File: src/hdl/acm_defs.svh
// Purpose: constants of the converter control and result block
// Assumes: 32-bit register words on the control bus
// Notes:   offsets are byte addresses
`ifndef ACM_DEFS_SVH
`define ACM_DEFS_SVH
`define ACM_OFS_CTRL        12'h000
`define ACM_OFS_STATUS      12'h004
`define ACM_OFS_RESULT      12'h008
`define ACM_OFS_COUNT       12'h00c
`define ACM_CTRL_START_BIT  0
`define ACM_CTRL_ENB_BIT    1
`define ACM_CTRL_STOP_BIT   2
`define ACM_CTRL_SEL_LSB    8
`define ACM_SEL_RESET       5'h01
`define ACM_SEL_FIRST       5'h01
`define ACM_SEL_LAST        5'h11
`define ACM_ENB_RESET       1'h1
`define ACM_STOP_RESET      1'h0
`define ACM_CONV_CYCLES     13
`define ACM_ACQ_CYCLES      1
`define ACM_CLK_DIV         4
`define ACM_RESP_OKAY       2'h0
`define ACM_RESP_SLVERR     2'h2
`endif

File: src/hdl/acm_pkg.sv
// Purpose: types shared by the converter control block
// Assumes: nothing
// Notes:   constants live in acm_defs.svh
package acm_pkg;
   typedef enum logic [1:0] {ST_OFF, ST_IDLE, ST_ACQ, ST_RESOLVE} acm_state_type;
endpackage : acm_pkg

File: src/hdl/acm_conv_if.sv
// Purpose: bundle between register slave and conversion core
// Assumes: one clock
// Notes:   none
`timescale 1ns/1ps
`default_nettype none
interface acm_conv_if;
   logic        start;
   logic        enb_n;
   logic        stop;
   logic [4:0]  channel_select;
   logic [11:0] conversion_result;
   logic        eoc;
   logic        busy;
   logic [15:0] done_count;
   modport ctrl (output start, enb_n, stop, channel_select,
                 input conversion_result, eoc, busy, done_count);
   modport core (input start, enb_n, stop, channel_select,
                 output conversion_result, eoc, busy, done_count);
endinterface : acm_conv_if
`default_nettype wire

File: src/hdl/acm_core.sv
// Purpose: successive conversion sequencer with end-of-conversion flag
// Assumes: analog sample arrives as a 12-bit word on sample_i
// Notes:   conversion clock is the system clock divided by CLK_DIV
`timescale 1ns/1ps
`default_nettype none
`include "acm_defs.svh"
module acm_core
   import acm_pkg::*;
#(
   parameter int CLK_DIV = `ACM_CLK_DIV
)
(
   input  wire logic        clk_i,   // system clock
   input  wire logic        rst_i,   // sync reset
   input  wire logic        ce_i,    // clock enable
   input  wire logic [11:0] sample_i,// analog input model word
   acm_conv_if.core         cv       // control bundle
);
   localparam int CONV = `ACM_CONV_CYCLES;
   localparam int ACQ  = `ACM_ACQ_CYCLES;
   if (CLK_DIV < 1 || CLK_DIV > 255)
   begin : g_div_range
      $error("CLK_DIV out of range");
   end

   acm_state_type state;
   logic [7:0]    div_cnt;
   logic          tick;
   logic [3:0]    cyc;
   logic [11:0]   hold;
   logic          pend;

   assign tick = (div_cnt == 8'(CLK_DIV - 1));

   always_ff @(posedge clk_i)
      if (rst_i) div_cnt <= 8'h00;
      else if (ce_i) div_cnt <= tick ? 8'h00 : div_cnt + 8'h01;

   // start requests wait for the next conversion-clock edge
   always_ff @(posedge clk_i)
      if (rst_i) pend <= 1'b0;
      else if (ce_i)
      begin
         if (cv.start) pend <= 1'b1;
         else if (tick) pend <= 1'b0;
      end

   always_ff @(posedge clk_i)
      if (rst_i)
      begin
         state <= ST_OFF;
         cyc   <= 4'h0;
         hold  <= 12'h000;
         cv.eoc <= 1'b0;
         cv.conversion_result <= 12'h000;
         cv.done_count <= 16'h0000;
      end
      else if (ce_i)
      begin
         if (cv.stop || cv.enb_n)
         begin
            state <= ST_OFF;
            cyc   <= 4'h0;
         end
         else if (tick)
         begin
            case (state)
               ST_OFF: state <= ST_IDLE;
               ST_IDLE:
                  if (pend || cv.start)
                  begin
                     state  <= ST_ACQ;
                     cyc    <= 4'h1;
                     cv.eoc <= 1'b0;
                  end
               ST_ACQ:
               begin
                  hold  <= sample_i;
                  cyc   <= cyc + 4'h1;
                  if (cyc == 4'(ACQ)) state <= ST_RESOLVE;
               end
               ST_RESOLVE:
                  if (cyc == 4'(CONV))
                  begin
                     cv.conversion_result <= hold;
                     cv.eoc   <= 1'b1;
                     cv.done_count <= cv.done_count + 16'h0001;
                     state    <= ST_IDLE;
                  end
                  else cyc <= cyc + 4'h1;
               default: state <= ST_OFF;
            endcase
         end
      end

   assign cv.busy = (state == ST_ACQ) || (state == ST_RESOLVE);

   // conversion-clock counter for checking the 13-cycle latency
   logic [7:0] tick_cnt;
   always_ff @(posedge clk_i)
      if (rst_i) tick_cnt <= 8'h00;
      else if (ce_i && tick) tick_cnt <= (state == ST_IDLE) ? 8'h00 : tick_cnt + 8'h01;
endmodule : acm_core
`default_nettype wire

File: src/hdl/acm_top.sv
// Purpose: AXI4-Lite control of the 12-bit converter macro
// Assumes: sample word of the selected channel given on SAMPLE_I
// Notes:   single-beat slave, one write and one read at a time
`timescale 1ns/1ps
`default_nettype none
`include "acm_defs.svh"
module acm_top
   import acm_pkg::*;
(
   input  wire logic        CLK_SYS_I,     // 40 MHz system clock
   input  wire logic        RST_I,         // sync reset, active high
   input  wire logic        CE_I,          // clock enable
   input  wire logic [11:0] SAMPLE_I,      // digitised input of selected channel
   input  wire logic [11:0] S_AWADDR_I,    // write address
   input  wire logic        S_AWVALID_I,   // write address valid
   output logic             S_AWREADY_O,   // write address ready
   input  wire logic [31:0] S_WDATA_I,     // write data
   input  wire logic [3:0]  S_WSTRB_I,     // write strobes
   input  wire logic        S_WVALID_I,    // write data valid
   output logic             S_WREADY_O,    // write data ready
   output logic [1:0]       S_BRESP_O,     // write response
   output logic             S_BVALID_O,    // write response valid
   input  wire logic        S_BREADY_I,    // write response ready
   input  wire logic [11:0] S_ARADDR_I,    // read address
   input  wire logic        S_ARVALID_I,   // read address valid
   output logic             S_ARREADY_O,   // read address ready
   output logic [31:0]      S_RDATA_O,     // read data
   output logic [1:0]       S_RRESP_O,     // read response
   output logic             S_RVALID_O,    // read data valid
   input  wire logic        S_RREADY_I,    // read data ready
   output logic [4:0]       CHANNEL_SELECT_O, // channel select to macro
   output logic             ENB_N_O,       // converter enable, active low
   output logic             STOP_O,        // power-down
   output logic [11:0]      CONVERSION_RESULT_O, // last result
   output logic             EOC_O          // end of conversion flag
);
   acm_conv_if cv ();

   acm_core #(.CLK_DIV(`ACM_CLK_DIV)) u_core (
      .clk_i    (CLK_SYS_I),
      .rst_i    (RST_I),
      .ce_i     (CE_I),
      .sample_i (SAMPLE_I),
      .cv       (cv)
   );

   function automatic logic mapped(input logic [11:0] a);
      mapped = (a == `ACM_OFS_CTRL) || (a == `ACM_OFS_STATUS) ||
               (a == `ACM_OFS_RESULT) || (a == `ACM_OFS_COUNT);
   endfunction : mapped

   function automatic logic legal_code(input logic [4:0] c);
      legal_code = (c >= `ACM_SEL_FIRST) && (c <= `ACM_SEL_LAST);
   endfunction : legal_code

   logic        aw_got;
   logic        w_got;
   logic [11:0] aw_addr;
   logic [31:0] w_data;
   logic [3:0]  w_strb;
   logic [4:0]  sel;
   logic        enb_n;
   logic        stop;
   logic        start;
   logic        wr_fire;
   logic [4:0]  next_sel;

   assign wr_fire = aw_got && w_got && !S_BVALID_O;

   // write address and data accepted in either order
   always_ff @(posedge CLK_SYS_I)
      if (RST_I)
      begin
         aw_got <= 1'b0;
         w_got  <= 1'b0;
         aw_addr <= 12'h000;
         w_data <= 32'h0000_0000;
         w_strb <= 4'h0;
         S_AWREADY_O <= 1'b0;
         S_WREADY_O  <= 1'b0;
      end
      else if (CE_I)
      begin
         S_AWREADY_O <= !aw_got && !S_AWREADY_O && !S_BVALID_O;
         S_WREADY_O  <= !w_got && !S_WREADY_O && !S_BVALID_O;
         if (S_AWVALID_I && S_AWREADY_O)
         begin
            aw_got  <= 1'b1;
            aw_addr <= S_AWADDR_I;
            S_AWREADY_O <= 1'b0;
         end
         if (S_WVALID_I && S_WREADY_O)
         begin
            w_got  <= 1'b1;
            w_data <= S_WDATA_I;
            w_strb <= S_WSTRB_I;
            S_WREADY_O <= 1'b0;
         end
         if (wr_fire)
         begin
            aw_got <= 1'b0;
            w_got  <= 1'b0;
         end
      end

   // only legal channel codes are kept
   always_comb
   begin
      next_sel = w_data[`ACM_CTRL_SEL_LSB +: 5];
      if (!legal_code(next_sel))
         next_sel = sel;
   end

   always_ff @(posedge CLK_SYS_I)
      if (RST_I)
      begin
         sel   <= `ACM_SEL_RESET;
         enb_n <= `ACM_ENB_RESET;
         stop  <= `ACM_STOP_RESET;
         start <= 1'b0;
         S_BVALID_O <= 1'b0;
         S_BRESP_O  <= `ACM_RESP_OKAY;
      end
      else if (CE_I)
      begin
         start <= 1'b0;
         if (S_BVALID_O && S_BREADY_I) S_BVALID_O <= 1'b0;
         if (wr_fire)
         begin
            S_BVALID_O <= 1'b1;
            S_BRESP_O  <= mapped(aw_addr) ? `ACM_RESP_OKAY : `ACM_RESP_SLVERR;
            if (aw_addr == `ACM_OFS_CTRL)
            begin
               if (w_strb[0])
               begin
                  start <= w_data[`ACM_CTRL_START_BIT];
                  enb_n <= w_data[`ACM_CTRL_ENB_BIT];
                  stop  <= w_data[`ACM_CTRL_STOP_BIT];
               end
               if (w_strb[1]) sel <= next_sel;
            end
         end
      end

   assign cv.start = start;
   assign cv.enb_n = enb_n;
   assign cv.stop  = stop;
   assign cv.channel_select = sel;

   always_ff @(posedge CLK_SYS_I)
      if (RST_I)
      begin
         S_ARREADY_O <= 1'b0;
         S_RVALID_O  <= 1'b0;
         S_RDATA_O   <= 32'h0000_0000;
         S_RRESP_O   <= `ACM_RESP_OKAY;
      end
      else if (CE_I)
      begin
         S_ARREADY_O <= !S_ARREADY_O && !S_RVALID_O;
         if (S_RVALID_O && S_RREADY_I) S_RVALID_O <= 1'b0;
         if (S_ARVALID_I && S_ARREADY_O)
         begin
            S_ARREADY_O <= 1'b0;
            S_RVALID_O  <= 1'b1;
            S_RRESP_O   <= mapped(S_ARADDR_I) ? `ACM_RESP_OKAY : `ACM_RESP_SLVERR;
            case (S_ARADDR_I)
               `ACM_OFS_CTRL:   S_RDATA_O <= {19'h0, sel, 5'h0, stop, enb_n, 1'b0};
               `ACM_OFS_STATUS: S_RDATA_O <= {30'h0, cv.busy, cv.eoc};
               `ACM_OFS_RESULT: S_RDATA_O <= {20'h0, cv.conversion_result};
               `ACM_OFS_COUNT:  S_RDATA_O <= {16'h0, cv.done_count};
               default:         S_RDATA_O <= 32'h0000_0000;
            endcase
         end
      end

   // pin outputs registered
   always_ff @(posedge CLK_SYS_I)
      if (RST_I)
      begin
         CHANNEL_SELECT_O <= `ACM_SEL_RESET;
         ENB_N_O <= `ACM_ENB_RESET;
         STOP_O  <= `ACM_STOP_RESET;
         CONVERSION_RESULT_O <= 12'h000;
         EOC_O   <= 1'b0;
      end
      else if (CE_I)
      begin
         CHANNEL_SELECT_O <= sel;
         ENB_N_O <= enb_n;
         STOP_O  <= stop;
         CONVERSION_RESULT_O <= cv.conversion_result;
         EOC_O   <= cv.eoc;
      end

   // enabled cycles spent busy, held against the conversion span
   localparam int SPAN = `ACM_CONV_CYCLES * `ACM_CLK_DIV;
   logic [11:0] busy_len;

   if (SPAN > 4095)
   begin : g_span_range
      $error("conversion span too long for its counter");
   end

   always_ff @(posedge CLK_SYS_I)
      if (RST_I) busy_len <= 12'h000;
      else if (CE_I) busy_len <= cv.busy ? busy_len + 12'h001 : 12'h000;
endmodule : acm_top
`default_nettype wire
File: config.mk
export PLATFORM = sky130hd
export DESIGN_NAME = acm_top
export DESIGN_NICKNAME = d
export VERILOG_FILES = /design/src/hdl/acm_pkg.sv /design/src/hdl/acm_conv_if.sv /design/src/hdl/acm_core.sv /design/src/hdl/acm_top.sv
export VERILOG_INCLUDE_DIRS = /design/src /design/src/hdl
export SDC_FILE = /design/constraint.sdc
export NUM_CORES = 1
export LEC_CHECK = 0
export BUFFER_PORTS_ARGS = -buffer_cell sky130_fd_sc_hd__buf_2
export CAP_MARGIN = 10
export CORE_MARGIN = 2
export CORE_UTILIZATION = 38
export CTS_BUF_LIST = sky130_fd_sc_hd__clkbuf_16
export DETAILED_ROUTE_END_ITERATION = 10
export PLACE_DENSITY = 0.71
export SYNTH_ARGS = -nofsm -noshare
export SYNTH_HDL_FRONTEND = slang
export SYNTH_SLANG_ARGS = --single-unit
File: constraint.sdc
create_clock -name CLK_SYS_I -period 2.5 [get_ports CLK_SYS_I]
set_input_delay 0.25 -clock CLK_SYS_I [delete_from_list [all_inputs] [get_ports CLK_SYS_I]]
set_output_delay 0.25 -clock CLK_SYS_I [all_outputs]
set_load 0.05 [all_outputs]
* Word-level counts from Yosys, hierarchy flattened
Index checks and enable logic that the tools add are counted.
** Word-level totals
- Bits in latches :: 0
- Memories kept :: 0
- Logic and storage cells :: 144
- ROM bits :: 0
- Register bits :: 154
- Bits in writable memories :: 0
- Input bits :: 80
** Operators by class
- Multipliers :: 0
- Add/subtract/negate cells :: 3
- Shift-type cells :: 0
- Bitwise logic cells :: 1
- Magnitude comparators :: 2
- Divide/modulo/power cells :: 0
- Muxes and demuxes :: 34
- Reduce and logical (&&, ||, !) cells :: 56
- Equality and inequality tests :: 18
** Operator list (number)
- $pmux 16 s4 :: 1
- $eq 12x4->1 const B :: 4
- $eq 12x3->1 const B :: 2
- $logic_not 12->1 :: 2
- $reduce_and 5->1 :: 4
- $mux 1 :: 18
- $reduce_and 2->1 :: 9
- $add 16x1->16 const B :: 1
- $mux 4 :: 4
- $mux 2 :: 7
- $reduce_bool 2->1 :: 7
- $logic_and 1x1->1 :: 13
- $pmux 4 s3 :: 1
- $logic_or 1x1->1 :: 9
- $ne 3x1->1 const B :: 3
- $add 8x1->8 const B :: 1
- $eq 8x2->1 const B :: 1
- $mux 8 :: 1
- $pmux 2 s4 :: 1
- $reduce_and 4->1 :: 2
- $logic_not 1->1 :: 7
- $reduce_and 6->1 :: 1
- $ge 5x1->1 const B :: 1
- $le 5x5->1 const B :: 1
- other kinds (11) :: 13

* Depth between registers and ports, before layout
Gate-level depths: netlist of the first run.
- Depth after elaboration :: 5
- Gate-level depth with buffers :: 8
- Gate-level depth less buffers :: 6

* By module
A second synthesis of the first run with hierarchy kept.
** Second synthesis, totals
- Cell total of the unflattened synthesis :: 632
- Area, all modules :: 5700.5 µm²
** Modules (own cells, without submodules)
- acm_top :: instances 1, area each 3146.8 µm², cells an instance 355
- acm_core :: instances 1, area each 2553.7 µm², cells an instance 277

* Worst setup path after synthesis of the first run
Ideal clock, no wire load.
- Kind :: register to register
- Start point :: register S_BVALID_O
- End point :: register sel[0], in the netlist cv.channel_select[0]
- Setup slack :: 562 ps
- Required time :: 2428 ps
- Path buffers :: 0
- Arrival :: 1866 ps
- Stages on the path, launching flop included :: 5
- Path through :: dfxtp_1 > nand4b_1 > or3_1 > a2111oi_4 > mux2i_1
** Between the ends
- Cells in the longest elaborated chain, start to end :: 3
** RTL lines
- from (decl) :: RTL line acm_top.sv:22 : output logic S_BVALID_O,
- from (signal assigned) :: RTL line acm_top.sv:121 : S_BVALID_O <= 1'b0;
- from (signal assigned) :: RTL line acm_top.sv:127 : if (S_BVALID_O && S_BREADY_I) S_BVALID_O <= 1'b0;
- from (signal assigned) :: RTL line acm_top.sv:130 : S_BVALID_O <= 1'b1;
- $logic_not 1->1 :: RTL line acm_top.sv:68 : assign wr_fire = aw_got && w_got && !S_BVALID_O;
- $logic_and 1x1->1 :: RTL line acm_top.sv:68
- $reduce_and 5->1 (no source line)
- to (signal assigned) :: RTL line acm_top.sv:117 : sel <= `ACM_SEL_RESET;
- to (signal assigned) :: RTL line acm_top.sv:140 : if (w_strb[1]) sel <= next_sel;
- to (decl) :: RTL line acm_top.sv:61 : logic [4:0] sel;
Every way passes these cells.
A chain may end at the register's enable or synchronous reset.

* Worst setup path in the final report of the first run
- Start point :: register u_core.div_cnt[0]
- End point :: register u_core.cyc[1]
** Between the ends
- Cells in the longest elaborated chain, start to end :: 3
** RTL lines
- from (decl) :: RTL line acm_core.sv:27 : logic [7:0] div_cnt;
- from (signal assigned) :: RTL line acm_core.sv:37 : else if (ce_i) div_cnt <= tick ? 8'h00 : div_cnt + 8'h01;
- $eq 8x2->1 :: RTL line acm_core.sv:33 : assign tick = (div_cnt == 8'(CLK_DIV - 1));
- $reduce_bool 2->1 (no source line)
- $reduce_and 5->1 (no source line)
- to (signal assigned) :: RTL line acm_core.sv:79 : cyc <= cyc + 4'h1;
- to (signal assigned) :: RTL line acm_core.sv:90 : else cyc <= cyc + 4'h1;
- to (decl) :: RTL line acm_core.sv:29 : logic [3:0] cyc;
Every way passes these cells.

==> results.cfg, run 1 <==
[clock_network]
cts_tree = done
cts_buffers = 17
clock_path_buffers = 2
post_cts_buffers = 0
clock_latency_ns = 0.41
clk_pin_slew_ns = 0.06
hold_buffers = 0
htree_levels = 4
root_buffer = clkbuf_16
ctsResizeCount = 0
clock-sinks = 131

[sta]
worst_pin_slew_ns = 0.721
grt_setup_unrepaired = false
tns_ns = 0
finalCritPeriodShare_pct = 87.2
hold_viol = 0
finalSetupViolations = 0
fmax_mhz = 459
clock_skew_ns = 0.00680
drv_slew = 0
period_minus_slack_ns = 2.18
max-slew-margin-rel_pct = 51.8

[min_path]
hold_path_class = input port to flop

[setup_path]
ff2ff_setup_slack_ns = 0.32
crit_arrival_ns = 2.52
cp_top_family = compound AO/OA/AOI/OAI gates
startpoint_type = flop
slowest_stage = o31ai_1
path_buf_inv = 1
slowest_delay_ns = 0.58
cp-startpoint = u_core.div_cnt[0]$_SDFFE_PP0P_
path_max_fanout = 6
r2r_cells = 6
crit_type = flop to flop
endpoint = u_core.cyc[1]$_SDFFE_PP0P_
r2r-end = u_core.cyc[1]$_SDFFE_PP0P_
reg2reg_from = u_core.div_cnt[0]$_SDFFE_PP0P_
cp-end-kind = flop
path_cells = ha_1, and4bb_1, buf_4, nand3b_1, o31ai_1, mux2i_1
required_ns = 2.84
cp.depth = 6

[floorplanning]
die_area_um2 = 15700
ioPinCount = 141
dieHeight_um = 125
rows = 44
die_width_um = 125
start_util_pct = 38.7
core_um2 = 14400

[synthesis]
synthFlopType = dfxtp_1
synth_cells = 626
synth_cell_type_count = 53
ys_warn_count = 0
syn_area_um2 = 5580
ys_ff_latch = 131
synth.yosys.seq_area_share_pct = 47.0
avgSynthCellArea_um2 = 8.91
async_reset_ff_share_pct = 0
synth_edf_count = 0

[outcome]
status = complete, no violations

[global_route]
grt_pass1_vias = 4192
grt_pass1_wl_um = 21100
antenna_found_initial = 0
grtUsageTotal_pct = 16.5
grt_overflow_total = 0
grt_max_degree = 47

[pwr]
power_density_nw_per_um2 = 698
ir_drop_uv = 335
p_leak_nw = 2.85
power_mw = 4.71

[cells_and_area]
final_util_pct = 46.7
syn2layout_area_growth_pct = 20.8
layout-drive-gt1-share_pct = 21.1
n_antenna_cell = 0
layout.nets = 808

[route]
drt_iter0_markers = 293
wl_per_cell_um = 13.9
remaining_drc_errors = 0
routed_via_density = 4.95
postRouteAntennaNets = 0
firstDrtPassIters = 4
routed_wl_um = 12800
via_count = 4542

[placed_design]
dpl.hpwl_um = 8970
io_buffers = 96
gp_congestion = 0.810

[run]
cap_viol_max_count = 0
-- metal layers --
metal  track usage [%]  vias up  wire length [um]
li1                  -     2328                 -
met1              22.8     2089              6260
met2              25.7      111              5820
met3              4.02       14               518
met4              4.58        0               195
met5                 0        -                 0
-- synth_stat cells, types with 2 or more instances --
cell      count  area [um^2]
dfxtp_1     131         2620
nand2_1     102          383
nor2_1       77          289
mux2i_1      54          541
a21oi_1      47          235
clkbuf_1     23         86.3
buf_4        19          143
nand3_1      15         75.1
o21ai_0      13         65.1
inv_1        12         45.0
mux2_2       10          113
a22oi_1       9         67.6
or3_1         8         50.1
ha_1          7         87.6
nor4_1        7         43.8
xor2_1        7         61.3
a22o_1        6         52.6
and4_1        6         52.6
nand4_1       6         37.5
buf_2         5         25.0
nor3_1        5         25.0
and3_1        4         25.0
buf_1         4         15.0
or2_2         4         25.0
a32oi_1       3         26.3
nor2b_1       3         18.8
nor3b_1       3         22.5
o311ai_0      3         26.3
o41ai_1       3         26.3
or4_1         3         22.5
and2_1        2         12.5
o211ai_1      2         15.0
o21a_1        2         15.0
o31ai_1       2         15.0
-- through the flow --
step	area, um^2	instances	hold slack (ns)	setup slack [ns]
after detailed placement	6190	886	0.444	0.381
final	6740	917	0.0758	0.320
after floorplan	5640	643	0.386	0.562
after global routing	6740	917	0.0675	0.156
after global placement	6190	886	0.439	0.395
after CTS	6740	917	0.0648	0.313
-- cell usage in the layout (no fill, tap or decap), types with 14 or more instances in the layout --
cell type  Yosys  final
a21oi_1       47     47
buf_2          5     95
buf_4         19     15
clkbuf_16      0     17
conb_1         1     18
dfxtp_1      131    131
inv_1         12     14
mux2i_1       54     54
nand2_1      102    102
nand3_1       15     15
nor2_1        77     77
-- state kept, by name, summed over array words and instances (netlist names), 8 cells and up --
signal / cells
u_core.div_cnt: 8
CONVERSION_RESULT_O: 12
S_RDATA_O: 16
u_core.hold: 12
u_core.cv.done_count: 16
u_core.cv.conversion_result: 12
w_data: 8
aw_addr: 12
-- layout make-up --
type	instances	area (um^2)
clock inverter	14	124
timing repair buffer	110	588
multi-input combinational	449	2710
fill	1425	7680
inverter	12	45.0
tap	184	230
sequential	131	2620
clock buffer	17	425
-- kinds of logic after synthesis --
family | share of synthesized area, %
buf+inv | 5.63
other cells | 0.0672
compound gates | 11.0
fa+ha+maj | 1.57
simple gates | 21.3
xor+xnor | 1.26
mux | 12.1
flops | 47.0
-- power breakdown --
part           switching [mW]  internal [mW]  leakage (nW)
Sequential             0.0171           2.11          1.06
Clock                   0.867           1.43         0.265
Combinational           0.201         0.0795          1.53
Total                    1.08           3.62          2.85
-- tightest hold or removal path, stage by stage --
cell     delay (ns)
buf_2          0.10
nand2_1        0.04
a21oi_1        0.05
-- how the worst min path moves through the flow --
| stage | cells after the start | start | end | slack, ns |
|---|---|---|---|---|
| after floorplan | 2 | S_AWADDR_I[2] | aw_addr[2]$_SDFFE_PP0P_ | 0.39 |
| after global placement | 2 | u_core.hold[1]$_SDFFE_PP0P_ | u_core.hold[1]$_SDFFE_PP0P_ | 0.44 |
| after detailed placement | 2 | S_RDATA_O[4]$_SDFFE_PP0P_ | S_RDATA_O[4]$_SDFFE_PP0P_ | 0.44 |
| after CTS | 3 | S_WDATA_I[12] | w_data[12]$_SDFFE_PP0P_ | 0.06 |
| after global routing | 3 | S_WSTRB_I[1] | w_strb[1]$_SDFFE_PP0P_ | 0.07 |
| final | 3 | S_WDATA_I[11] | w_data[11]$_SDFFE_PP0P_ | 0.08 |
Power figures use the tool's default switching activity.
==> run 2, diff against run 1 <==
--- a/config.mk
+++ b/config.mk
@@ -11,6 +11,7 @@
 export CORE_MARGIN = 2
 export CORE_UTILIZATION = 38
 export CTS_BUF_LIST = sky130_fd_sc_hd__clkbuf_16
+export CTS_CLUSTER_SIZE = 40
 export DETAILED_ROUTE_END_ITERATION = 10
 export PLACE_DENSITY = 0.71
 export SYNTH_ARGS = -nofsm -noshare
==> constraint.sdc (replaced) <==
create_clock -name CLK_SYS_I -period 2.55 [get_ports CLK_SYS_I]
set_input_delay 0.255 -clock CLK_SYS_I [delete_from_list [all_inputs] [get_ports CLK_SYS_I]]
set_output_delay 0.255 -clock CLK_SYS_I [all_outputs]
set_load 0.05 [all_outputs]
==> results.cfg, run 2 (synthesized netlist as in run 1, its figures left out) <==
[route]
remaining_drc_errors = 0
routed_via_density = 5.00
drt_iter0_markers = 286
via_count = 4581
firstDrtPassIters = 5
postRouteAntennaNets = 0
wl_per_cell_um = 14.0
routed_wl_um = 12800

[setup_path]
r2r-end = u_core.cyc[1]$_SDFFE_PP0P_
startpoint_type = flop
r2r_cells = 6
slowest_stage = o31ai_1
cp_top_family = compound AO/OA/AOI/OAI gates
required_ns = 2.90
crit_arrival_ns = 2.53
reg2reg_from = u_core.div_cnt[0]$_SDFFE_PP0P_
crit_type = flop to flop
ff2ff_setup_slack_ns = 0.36
slowest_delay_ns = 0.58
path_buf_inv = 1
path_max_fanout = 6
cp-end-kind = flop
path_cells = ha_1, and4bb_1, buf_4, nand3b_1, o31ai_1, mux2i_1

[global_route]
grtUsageTotal_pct = 16.5
grt_pass1_wl_um = 20900
grt_util_met1_pct = 21.5
grt_use_met3_pct = 4.62
antenna_found_initial = 0
grt_overflow_total = 0
grt_max_degree = 63
grt_busiest_layer = met2
grt_pass1_vias = 4232
grt_use_met2_pct = 25.8

[clock_network]
clock_latency_ns = 0.42
hold_buffers = 0
cts_tree = done
clock-sinks = 131
ctsResizeCount = 0
htree_levels = 4
clk_pin_slew_ns = 0.06
clock_path_buffers = 2
post_cts_buffers = 0
root_buffer = clkbuf_16
cts_buffers = 17

[pwr]
power_frac_seq_pct = 43.0
intPower_mw = 3.69
power_density_nw_per_um2 = 714
ir_drop_uv = 418
p_sw_share_pct = 23.8
switching_power_mw = 1.15
p_leak_nw = 2.88
power.share.clock_pct = 51.4
pwr-share-comb_pct = 5.6

[floorplanning]
die_area_um2 = 15700
dieHeight_um = 125
start_util_pct = 38.7
rows = 44
core_um2 = 14400
ioPinCount = 141
die_width_um = 125

[sta]
finalSetupViolations = 0
hold_viol = 0
tns_ns = 0
fmax_mhz = 457
max-slew-margin-rel_pct = 51.0
drv_slew = 0
finalCritPeriodShare_pct = 85.7
grt_setup_unrepaired = false
worst_pin_slew_ns = 0.733
clock_skew_ns = 0.00604
period_minus_slack_ns = 2.19

[min_path]
hold_path_class = input port to flop
hold_depth = 3
holdPathEnd = aw_addr[8]$_SDFFE_PP0P_
min_from = S_AWADDR_I[8]

[cells_and_area]
layout_common_cells = dfxtp_1, nand2_1, buf_2
layout-drive-gt1-share_pct = 21.6
layout.nets = 806
final_common_cell = dfxtp_1
reg.largest.list = S_RDATA_O x16, u_core.cv.done_count x16
n_antenna_cell = 0
syn2layout_area_growth_pct = 21.6
final_cells = 916

[placed_design]
dpl.cell_count = 884
dpl.hpwl_um = 8890
io_buffers = 96
gp_congestion = 0.804

[outcome]
status = complete, no violations

[run]
cap_viol_max_count = 0
==> run 2: cell count changes in the layout (fill, tap and decap cells not counted), sizes merged <==
cell	delta
clkinvlp	-3
clkinv	+1
bufinv	+1
buf	-2
inv	+2
==> run 2: area by class of cell <==
type	instances	area, um^2
flip-flops and latches	131	2620
inverters	12	45.0
multi-input cells	449	2710
repair buffers	108	573
well taps	184	230
clock inverters	15	180
clock buffers	17	425
fillers	1371	7640
==> run 2: worst min-delay path, stage by stage <==
cell and delay, ns:
buf_2 0.09, nand2_1 0.04, a21oi_1 0.05
==> run 2: worst max path at each step <==
stage,startpoint,endpoint,cells past startpoint
detailed placement,u_core.div_cnt[0]$_SDFFE_PP0P_,u_core.cyc[1]$_SDFFE_PP0P_,6
floorplan,S_BVALID_O$_SDFFE_PP0P_,cv.channel_select[0]$_SDFFE_PP1P_,4
global placement,u_core.div_cnt[0]$_SDFFE_PP0P_,u_core.cyc[0]$_SDFFE_PP0P_,6
CTS,u_core.div_cnt[0]$_SDFFE_PP0P_,u_core.cyc[1]$_SDFFE_PP0P_,6
global route,u_core.div_cnt[0]$_SDFFE_PP0P_,u_core.cyc[1]$_SDFFE_PP0P_,6
finish,u_core.div_cnt[0]$_SDFFE_PP0P_,u_core.cyc[1]$_SDFFE_PP0P_,6
==> run 2: per-layer routing <==
| metal | part of all wire (%) | wire length [um] | vias up |
|---|---|---|---|
| li1 | - | - | 2330 |
| met1 | 48 | 6120 | 2114 |
| met2 | 45 | 5760 | 117 |
| met3 | 5.2 | 662 | 20 |
| met4 | 1.8 | 230 | 0 |
| met5 | 0 | 0 | - |
==> run 2: power by group through the flow <==
| stage | Combinational (mW) | Clock [mW] | Sequential, mW |
|---|---|---|---|
| after global placement | 0.271 | 0 | 2.13 |
| final | 0.272 | 2.49 | 2.08 |
| after global routing | 0.295 | 2.62 | 2.08 |
| after floorplan | 0.198 | 0 | 2.14 |
| after detailed placement | 0.273 | 0 | 2.13 |
| after CTS | 0.275 | 2.53 | 2.08 |
==> run 2: per-stage QoR <==
stage	worst slack, ns	hold slack [ns]	cell area [um^2]	power [mW]	utilization (%)
floorplan	0.612	0.391	5640	2.34	-
CTS	0.379	0.0549	6780	4.88	47.0
detailed placement	0.396	0.444	6180	2.40	42.8
finish	0.364	0.0708	6780	4.85	47.0
global route	0.132	0.0586	6780	5.00	47.0
global placement	0.428	0.439	6180	2.40	42.8
